### src/rtl/rst_seq_params.svh
/*
 * Constants for the clock divider and reset sequencer: divide ratios,
 * stabilisation count, reset vector and register reset values.
 * Assumes it is included by bare name from rtl/ sources.
 */
// What this block does
// RL1: Core clock is oscillator divided by 13; converter/watchdog clock divided by 12.
// RL2: Reset enters from external pin, power-on detect, or watchdog end of count.
// RL3: External reset is active low and accepted in run, wait and stop.
// RL4: Reset state holds as long as the external pin stays low.
// RL5: Internal reset stretches the request so short pulses give a full reset.
// RL6: Reset in run/wait halts execution, pulls up ports, restarts oscillator.
// RL7: Reset in stop starts the oscillator and pulls up all ports.
// RL8: Initialisation begins only after the internal delay expires after release.
// RL9: Power-on holds reset, pulled-up ports, no execution until delay ends.
// RL10: On-chip counter releases internal reset 2048 cycles after external release.
// RL11: Watchdog end of count asserts internal reset, reinitialising the watchdog.
// RL12: Watchdog reset restarts exactly like pin reset, with full delay.
// RL13: Reset clears return stack and loads program counter with vector 0FFEh.
// RL14: After reset interrupt flag set so core runs in non-maskable context.
// RL15: Software ends init with return-from-interrupt; device then resumes normal context.
// RL16: Reset loads timer counters FFh, prescalers 7Fh, status/control 00h.
// RL17: Reset clears interrupt option, port C option FFh, watchdog register FEh.
// RL18: External reset passes a two-stage synchroniser before driving the delay counter.
`ifndef RST_SEQ_PARAMS_SVH
`define RST_SEQ_PARAMS_SVH

`define CORE_DIV          13
`define CONV_DIV          12
`define STAB_CYCLES       2048
`define RESET_VECTOR      12'hffe
`define TIMER_COUNT_RST   8'hff
`define TIMER_PRESC_RST   7'h7f
`define TIMER_CTRL_RST    8'h00
`define INT_OPTION_RST    8'h00
`define PORTC_OPTION_RST  8'hff
`define WDOG_REG_RST      8'hfe

`endif

### src/rtl/rst_seq_pkg.sv
/*
 * Types for the reset sequencer.
 * Assumes nothing beyond a SystemVerilog compiler.
 */
package rst_seq_pkg;

    typedef enum logic [1:0]
    {
        SEQ_HOLD  = 2'b00,
        SEQ_DELAY = 2'b01,
        SEQ_INIT  = 2'b11,
        SEQ_RUN   = 2'b10
    } seq_state_t;

endpackage

### src/rtl/clk_div_if.sv
/*
 * Interface carrying the divided clock enables between the sequencer
 * and its divider. Assumes one clock domain.
 */
`timescale 1ns/10ps
interface clk_div_if;
    logic core_tick;
    logic conv_tick;
    logic hold;

    modport divider
    (
        input  hold,
        output core_tick,
        output conv_tick
    );
    modport user
    (
        output hold,
        input  core_tick,
        input  conv_tick
    );
endinterface

### src/rtl/clk_divider.sv
/*
 * Divides the oscillator clock into one-cycle ticks for the core
 * and for the converter/watchdog. Assumes clk is the oscillator.
 */
`timescale 1ns/10ps
`include "rst_seq_params.svh"
module clk_divider
#(
    parameter int CORE_DIV = `CORE_DIV,
    parameter int CONV_DIV = `CONV_DIV
)
(
    input  wire logic  clk,
    input  wire logic  rst_b,
    clk_div_if.divider div
);
    logic [3:0] core_cnt;
    logic [3:0] conv_cnt;
    wire        core_wrap = (core_cnt == 4'(CORE_DIV - 1));
    wire        conv_wrap = (conv_cnt == 4'(CONV_DIV - 1));

    // -----------------------------------------
    // Counters restart while the oscillator restarts
    // -----------------------------------------
    always_ff @(posedge clk or negedge rst_b)
    begin
        if (!rst_b)
        begin
            core_cnt <= 4'h0;
            conv_cnt <= 4'h0;
        end
        else if (div.hold)
        begin
            core_cnt <= 4'h0;
            conv_cnt <= 4'h0;
        end
        else
        begin
            core_cnt <= core_wrap ? 4'h0 : core_cnt + 4'h1; // [RL1]
            conv_cnt <= conv_wrap ? 4'h0 : conv_cnt + 4'h1; // [RL1]
        end
    end

    assign div.core_tick = core_wrap & ~div.hold;
    assign div.conv_tick = conv_wrap & ~div.hold;

    // -----------------------------------------
    // Tick spacing helper: cycles since the last core tick
    // -----------------------------------------
    logic [3:0] core_gap;
    logic       core_seen;

    always_ff @(posedge clk or negedge rst_b)
    begin
        if (!rst_b)
        begin
            core_gap  <= 4'h0;
            core_seen <= 1'b0;
        end
        else if (div.hold)
        begin
            core_gap  <= 4'h0;
            core_seen <= 1'b0;
        end
        else if (div.core_tick)
        begin
            core_gap  <= 4'h0;
            core_seen <= 1'b1;
        end
        else
        begin
            core_gap  <= core_gap + 4'h1;
        end
    end
endmodule

### src/rtl/reset_sequencer.sv
/*
 * Reset sequencer: merges pin, power-on and watchdog resets, stretches
 * them by a stabilisation delay, drives port pull-up, oscillator restart,
 * core start state and peripheral register reset values.
 * Assumes rst_b is the power-on detect and clk the oscillator clock.
 */
`timescale 1ns/10ps
`include "rst_seq_params.svh"
module reset_sequencer
#(
    parameter int STAB_CYCLES = `STAB_CYCLES
)
(
    input  wire logic        clk,
    input  wire logic        rst_b,
    input  wire logic        ext_reset_b,
    input  wire logic        wdog_end,
    input  wire logic        stop_mode,
    input  wire logic        return_from_interrupt_instruction,
    output logic             core_tick,
    output logic             conv_tick,
    output logic             internal_reset,
    output logic             osc_restart,
    output logic             ports_pullup,
    output logic             core_run,
    output logic             stack_clear,
    output logic [11:0]      pc_load,
    output logic             nmi_context,
    output logic [7:0]       timer_count_init,
    output logic [6:0]       timer_presc_init,
    output logic [7:0]       timer_ctrl_init,
    output logic [7:0]       int_option_init,
    output logic [7:0]       portc_option_init,
    output logic [7:0]       wdog_reg_init
);
    // -----------------------------------------
    // Pin synchroniser
    // -----------------------------------------
    logic ext_meta;
    logic ext_sync;

    always_ff @(posedge clk or negedge rst_b)
    begin
        if (!rst_b)
        begin
            ext_meta <= 1'b0;
            ext_sync <= 1'b0;
        end
        else
        begin
            ext_meta <= ext_reset_b; // [RL18]
            ext_sync <= ext_meta;    // [RL18]
        end
    end

    // -----------------------------------------
    // Source merge and delay counter
    // -----------------------------------------
    rst_seq_pkg::seq_state_t state;
    rst_seq_pkg::seq_state_t next_state;
    logic [11:0]             delay_cnt;
    logic                    wdog_req;

    // Pin low in any power state, or a latched watchdog request
    wire reset_req  = ~ext_sync | wdog_req;                    // [RL2] [RL3]
    wire delay_done = (delay_cnt == 12'(STAB_CYCLES - 1));     // [RL10]

    always_comb
    begin
        next_state = state;
        unique case (state)
            rst_seq_pkg::SEQ_HOLD:
                if (!reset_req)
                    next_state = rst_seq_pkg::SEQ_DELAY;       // [RL4]
            rst_seq_pkg::SEQ_DELAY:
                if (reset_req)
                    next_state = rst_seq_pkg::SEQ_HOLD;        // [RL5]
                else if (delay_done)
                    next_state = rst_seq_pkg::SEQ_INIT;        // [RL8]
            rst_seq_pkg::SEQ_INIT:
                if (reset_req)
                    next_state = rst_seq_pkg::SEQ_HOLD;
                else
                    next_state = rst_seq_pkg::SEQ_RUN;
            rst_seq_pkg::SEQ_RUN:
                if (reset_req)
                    next_state = rst_seq_pkg::SEQ_HOLD;        // [RL2]
        endcase
    end

    always_ff @(posedge clk or negedge rst_b)
    begin
        if (!rst_b)
            state <= rst_seq_pkg::SEQ_HOLD;                    // [RL9]
        else
            state <= next_state;
    end

    always_ff @(posedge clk or negedge rst_b)
    begin
        if (!rst_b)
            delay_cnt <= 12'h000;
        else if (state != rst_seq_pkg::SEQ_DELAY || reset_req)
            delay_cnt <= 12'h000;                              // [RL18]
        else
            delay_cnt <= delay_cnt + 12'h001;                  // [RL10]
    end

    // Watchdog request held until the hold state consumes it
    always_ff @(posedge clk or negedge rst_b)
    begin
        if (!rst_b)
            wdog_req <= 1'b0;
        else if (wdog_end && state == rst_seq_pkg::SEQ_RUN)
            wdog_req <= 1'b1;                                  // [RL11] [RL12]
        else if (state == rst_seq_pkg::SEQ_HOLD)
            wdog_req <= 1'b0;
    end

    // -----------------------------------------
    // Clock division
    // -----------------------------------------
    clk_div_if div_bus ();
    clk_divider u_div
    (
        .clk   (clk),
        .rst_b (rst_b),
        .div   (div_bus.divider)
    );
    assign div_bus.hold = (state == rst_seq_pkg::SEQ_HOLD);

    // -----------------------------------------
    // Outputs, all registered
    // -----------------------------------------
    wire in_reset   = (next_state != rst_seq_pkg::SEQ_RUN);
    wire enter_init = (next_state == rst_seq_pkg::SEQ_INIT);
    wire hold_next  = (next_state == rst_seq_pkg::SEQ_HOLD);

    always_ff @(posedge clk or negedge rst_b)
    begin
        if (!rst_b)
        begin
            core_tick      <= 1'b0;
            conv_tick      <= 1'b0;
            internal_reset <= 1'b1;
            osc_restart    <= 1'b1;
            ports_pullup   <= 1'b1;
            core_run       <= 1'b0;
            stack_clear    <= 1'b1;
        end
        else
        begin
            core_tick      <= div_bus.core_tick;               // [RL1]
            conv_tick      <= div_bus.conv_tick;               // [RL1]
            internal_reset <= in_reset;                        // [RL9] [RL11]
            // Stop or run/wait: oscillator restarts while held
            osc_restart    <= hold_next;                       // [RL6] [RL7]
            ports_pullup   <= in_reset;                        // [RL6] [RL7]
            core_run       <= ~in_reset;                       // [RL6]
            stack_clear    <= in_reset;                        // [RL13]
        end
    end

    // Vector and register init values, loaded at power-on reset and on entry to init
    always_ff @(posedge clk or negedge rst_b)
    begin
        if (!rst_b)
        begin
            pc_load           <= `RESET_VECTOR;
            timer_count_init  <= `TIMER_COUNT_RST;
            timer_presc_init  <= `TIMER_PRESC_RST;
            timer_ctrl_init   <= `TIMER_CTRL_RST;
            int_option_init   <= `INT_OPTION_RST;
            portc_option_init <= `PORTC_OPTION_RST;
            wdog_reg_init     <= `WDOG_REG_RST;
        end
        else if (enter_init)
        begin
            pc_load           <= `RESET_VECTOR;                // [RL13]
            timer_count_init  <= `TIMER_COUNT_RST;             // [RL16]
            timer_presc_init  <= `TIMER_PRESC_RST;             // [RL16]
            timer_ctrl_init   <= `TIMER_CTRL_RST;              // [RL16]
            int_option_init   <= `INT_OPTION_RST;              // [RL17]
            portc_option_init <= `PORTC_OPTION_RST;            // [RL17]
            wdog_reg_init     <= `WDOG_REG_RST;                // [RL17]
        end
    end

    // Non-maskable context from reset until return-from-interrupt
    always_ff @(posedge clk or negedge rst_b)
    begin
        if (!rst_b)
            nmi_context <= 1'b1;
        else if (in_reset)
            nmi_context <= 1'b1;                               // [RL14]
        else if (return_from_interrupt_instruction)
            nmi_context <= 1'b0;                               // [RL15]
    end
endmodule

### config.mk
export PLATFORM = sky130hd
export DESIGN_NAME = reset_sequencer
export DESIGN_NICKNAME = d
export VERILOG_FILES = /design/src/rtl/rst_seq_pkg.sv /design/src/rtl/clk_div_if.sv /design/src/rtl/clk_divider.sv /design/src/rtl/reset_sequencer.sv
export VERILOG_INCLUDE_DIRS = /design/src /design/src/rtl
export SDC_FILE = /design/constraint.sdc
export NUM_CORES = 1
export LEC_CHECK = 0
export BUFFER_PORTS_ARGS = -buffer_cell sky130_fd_sc_hd__buf_2
export CAP_MARGIN = 25
export CORE_MARGIN = 2
export CORE_UTILIZATION = 47
export CTS_CLUSTER_DIAMETER = 100
export CTS_CLUSTER_SIZE = 40
export DETAILED_ROUTE_END_ITERATION = 16
export GPL_ROUTABILITY_DRIVEN = 0
export PLACE_DENSITY = 0.86
export RECOVER_POWER = 100
export SYNTH_ARGS = -nofsm -noshare
export SYNTH_HDL_FRONTEND = slang
export SYNTH_SLANG_ARGS = --single-unit
### constraint.sdc
create_clock -name clk -period 1.6 [get_ports clk]
set_input_delay 0.24 -clock clk [delete_from_list [all_inputs] [get_ports clk]]
set_output_delay 0.24 -clock clk [all_outputs]
set_load 0.01 [all_outputs]
# Word-level counts from Yosys, hierarchy flattened

Cells that the tools add are included.

Register bits after elaboration: 31
Bits in latches: 0
RAM bits: 0
Bits in read-only memories: 0
Bits of input ports: 6
Output and inout port bits: 67
Word-level logic and storage cells: 51
Memories kept: 0

Add/subtract/negate cells: 3
Multiply operators: 0
Div/mod/pow operators: 0
Order comparisons: 0
Eq/ne operators: 8
Shifts and indexed selects: 0
Muxes and demuxes: 15
Bitwise gates (word level): 6
Reductions and logical operators: 6

Operators by type and width:

| operator              | number |
|---|---|
| $mux 4                | 4 |
| $add 12x1->12 const B | 1 |
| $eq 12x11->1 const B  | 1 |
| $mux 12               | 1 |
| $mux 2                | 5 |
| $add 4x1->4 const B   | 2 |
| $eq 4x4->1 const B    | 2 |
| $pmux 2 s4            | 1 |
| $eq 2x2->1 const B    | 2 |
| $logic_not 2->1       | 2 |
| $mux 1                | 4 |
| $reduce_bool 2->1     | 2 |
| $not 1->1             | 3 |
| $and 1x1->1           | 2 |
| $eq 2x1->1 const B    | 1 |
| $ne 2x1->1 const B    | 1 |
| $ne 2x2->1 const B    | 1 |
| $logic_and 1x1->1     | 1 |
| $logic_or 1x1->1      | 1 |
| $or 1x1->1            | 1 |

# Depth between registers and ports, before layout

Depth after elaboration: 6
Mapped depth: 5
Gate-level depth less buffers: 5

# Cells and area by module

Synthesis repeated with hierarchy kept, for this count alone.

Cell total of the unflattened synthesis: 184
Area total of the unflattened synthesis: 1,790.5 µm²

By module, submodules not included:

| module          | times used | cells each | area each (µm²) | seq. area each (µm²) |
|---|---|---|---|---|
| reset_sequencer | 1          | 145        | 1,401.3         | 579.3 |
| clk_divider     | 1          | 39         | 389.1           | 200.2 |

# Least setup slack after synthesis

Ideal clock, no wire load.

Path type: reg-to-reg
Start point: register delay_cnt[0]
End point: register state[1]
Setup time: 0.104 ns
Data arrival time: 1.359 ns
Required time: 1.496 ns
Slack: 0.137 ns
Stages on the path, launching flop included: 5
Path buffers: 0
Clock period less this slack: 1.463 ns
Cell sequence: dfrtp_1 ha_1 nand2_1 or4_4 o41ai_2

Longest elaborated chain between the ends: 4

Ends and longest elaborated chain:

| item                    | RTL line               | text |
|---|---|---|
| from (decl)             | reset_sequencer.sv:61  | `logic [11:0] delay_cnt;` |
| from (signal assigned)  | reset_sequencer.sv:106 | `delay_cnt <= delay_cnt + 12'h001;` |
| $eq 12x11->1            | reset_sequencer.sv:66  | `wire delay_done = (delay_cnt == 12'(STAB_CYCLES - 1));` |
| $mux 2                  | reset_sequencer.sv:78  | `else if (delay_done)` |
| $mux 2                  | reset_sequencer.sv:76  | `if (reset_req)` |
| $pmux 2 s4              | reset_sequencer.sv:71  | `unique case (state)` |
| named net next_state[1] | reset_sequencer.sv:60  | `rst_seq_pkg::seq_state_t next_state;` |
| to (signal assigned)    | reset_sequencer.sv:94  | `state <= rst_seq_pkg::SEQ_HOLD;` |
| to (signal assigned)    | reset_sequencer.sv:96  | `state <= next_state;` |
| to (decl)               | reset_sequencer.sv:59  | `rst_seq_pkg::seq_state_t state;` |

The timed path passes the listed nets, and every way through them passes these cells.
A chain may end at the register's enable or synchronous reset.

# Final worst setup path

Ends and elaborated chain as after synthesis.

==> reports/results.md <==
| Result | This run |
|---|---|
| Result of the run | complete, no violations |
| IR drop worst, VDD | 0.4407 mV |
| Routed vias/inst | 4.378 |
| Library cell occupying the most area in the post-synthesis netlist | dfrtp_1 |
| Slew HR | 0.5108 |
| Area contributors post-synth | dfrtp_1, buf_4, dfstp_2 |
| Shortest clock period the worst path allows after layout | 1.518 ns |
| Synthesis-stage register bit count | 31 |
| Overall routed net length | 2368 µm |
| GRT overflow | 0 |
| Maximum capacitance violations | 0 |
| Antenna violations before repair | 0 |
| FMAX | 658.6 MHz |
| Power per standard cell area | 1004 nW/µm² |
| Number of design rule violations left after detail routing | 0 |
| Placed Area | 1663 µm² |
| Crit Reg-Reg Startpoint | delay_cnt[0]$_DFF_PN0_ |
| Clock tree root buffer cell | clkbuf_8 |
| Final setup violating endpoints | 0 |
| Half-perimeter wire length after detailed placement | 1730 µm |
| Netlist area before placement | 1775 µm² |
| Fillcell total | 363 |
| Effective utilization at floorplan | 0.4886 |
| Static leakage power | 0.8428 nW |
| Share of post-route cells with drive strength above 1 | 0.1061 |
| Total clock sinks | 31 |
| Worst setup path class | reg2reg |
| Required time at the worst-slack endpoint | 1.79 ns |
| Crit. Startpoint | delay_cnt[0]$_DFF_PN0_ |
| Worst reg-to-reg path cell count | 4 |
| Nature of the critical path startpoint | register |
| Routed Antenna Nets | 0 |
| Post-synth top area share | 0.3946 |
| Width of the die | 65.46 µm |
| Cell count after placement | 238 |
| Instance count of the mapped netlist | 181 |
| Power Total | 1.773 mW |
| Diode count | 0 |
| Post-synthesis area per instance | 9.809 µm² |
| Count of unique library cells instantiated by Yosys | 33 |
| Number of slew-limit violations in the final report | 0 |
| Area of the core region | 3633 µm² |
| Final instance area | 1765 µm² |
| Level count of the clock H-tree | 2 |
| Insertion delay of the later-clocked pin in the worst-skew pair | 0.29 ns |
| Part of the Yosys area used for sequential elements | 0.4390 |
| Area growth from synthesis to layout | -0.5640% |
| I/O pin count | 73 |
| Maximum buffer depth of the clock tree | 2 |
| Port bufs | 12 |
| Share of the cycle needed by the critical path after routing | 0.9490 |
| Layout Skew | 0.01043 ns |
| GR Util All Layers | 0.1246 |
| Buffers inserted during post-CTS setup optimization | 0 |
| Height of the die | 65.46 µm |
| Worst-Margin Slew | 0.7337 ns |
| Largest net degree at the start of global routing | 32 |
| Highest fanout seen on the critical path | 7 |
| TritonCTS clock tree | built |
| Die outline area | 4285 µm² |
| Final Hold Vio Count | 0 |
| Std-Cell Rows | 22 |
| Wire length of the first global-routing pass | 3926 µm |
| Unrepaired setup endpoints after global routing | no |
| Clock slew seen by the registers of the worst setup and hold paths | 0.07 ns |
| Pre-antenna DRT Iters | 4 |
| Vias after detailed routing | 1077 |
| Nets@finish | 207 |
| Vias in the first global route | 886 |
| Endpoint class of the critical path | register |
| Setup_tns | 0 ns |
| Worst Path Arrival | 1.71 ns |
| Number of synthesis warnings | 0 |
| Final cell count without fillers | 246 |
| Post-Route Utilization | 0.4859 |
| Avg WL per Cell | 9.626 µm |
| Number of buffers created by CTS | 5 |
| Starting DRT DRC Count | 31 |
| Worst hold path type | in2async |
## state kept, by name, summed over array words and instances, names as in the netlist, 2 cells and up
name	cells
state	2
u_div.conv_cnt	4
u_div.core_cnt	4
delay_cnt	12
## what timing repair did
item,4_1_cts,5_1_grt
gates resized for setup,0,1
hold buffers,0,0
setup endpoints to repair,0,1
## power by group
part           internal, mW  total, mW  switching [mW]  leakage (nW)
registers             0.810      0.829          0.0190         0.411
logic                0.0314      0.149           0.118         0.371
clock network         0.503      0.795           0.291        0.0612
total                  1.34       1.77           0.428         0.843
## cell usage after synthesis, drive strengths merged
cell type,instances
or2,1
nand4,2
conb,2
dfstp,3
nor3b,2
nor4,2
dfrtp,28
ha,4
o31a,1
or3,3
nand2,8
xor2,2
nor4bb,1
o41ai,1
xnor2,1
or4,4
clkbuf,1
inv,9
o31ai,2
o21a,1
buf,61
and2,2
nand3b,1
o21ai,5
mux2i,3
nor2,11
nor2b,4
a21oi,10
a211oi,1
nand3,5
## cells in the final DEF, fill, tap and decap left out, types with 4 or more instances in the layout
master and n:
clkbuf_8 6, inv_1 9, nor2b_1 4, nor2_1 11, dfrtp_1 28, nand3_1 4
conb_1 59, a21oi_1 10, o21ai_0 5, nand2_1 7, clkbuf_1 10, ha_1 4
## logic make-up (layout without fill, tap and decap cells)
group,Yosys count,count (layout),synth area share
AO/OA/AOI/OAI,21,21,0.07329
other,2,59,0.004230
AND/OR/NAND/NOR,46,46,0.1445
flip-flops,31,31,0.4390
XOR/XNOR,3,3,0.01480
multiplexers,3,3,0.01691
buffers and inverters,71,31,0.2791
adder cells (fa/ha/maj),4,4,0.02819
## worst paths after layout
| kind | endpoint | slack [ns] |
|---|---|---|
| setup / recovery | state[1]$_DFF_PN0_ | 0.08 |
| hold / removal | delay_cnt[6]$_DFF_PN0_ | 0.004 |
| setup reg to reg | state[1]$_DFF_PN0_ | 0.08 |
| hold reg to reg | ext_sync$_DFF_PN0_ | 0.36 |
| max in group asynchronous | delay_cnt[0]$_DFF_PN0_ | 1.13 |
| min in group clk | ext_meta$_DFF_PN0_ | 0.07 |
## area by class of cell
| class | count | area, µm² | area share |
|---|---|---|---|
| Timing Repair Buffer | 14 | 57.56 | 0.03260 |
| Multi-Input combinational cell | 136 | 716.9 | 0.4061 |
| Sequential cell | 31 | 779.5 | 0.4415 |
| Tap cell | 48 | 60.06 | 0.03402 |
| Clock inverter | 2 | 35.03 | 0.01984 |
| Clock buffer | 6 | 82.58 | 0.04678 |
| Inverter | 9 | 33.78 | 0.01914 |
## layer usage
metal / vias to the layer above / wire [µm] / GRT usage
met2: 54 / 1110 / 0.1875
met3: 3 / 235 / 0.06678
met4: 0 / 31 / 0.04688
li1: 513 / - / -
met1: 507 / 991 / 0.1503
met5: - / 0 / 0
## stage by stage
step | setup slack [ns] | hold slack (ns)
after CTS | 0.02601 | 0.003528
after floorplan | 0.1370 | -0.05559
after global routing | 0.02027 | 0.06063
after detailed placement | 0.03316 | 0.3176
after global placement | 0.07557 | 0.3115
final | 0.08166 | 0.004053
## critical path: stages (launching register included)
cell and delay [ns]:
dfrtp_1 0.37, ha_1 0.23, nand2_2 0.12, or4_4 0.52
o41ai_2 0.20
Power figures use the tool's default switching activity.
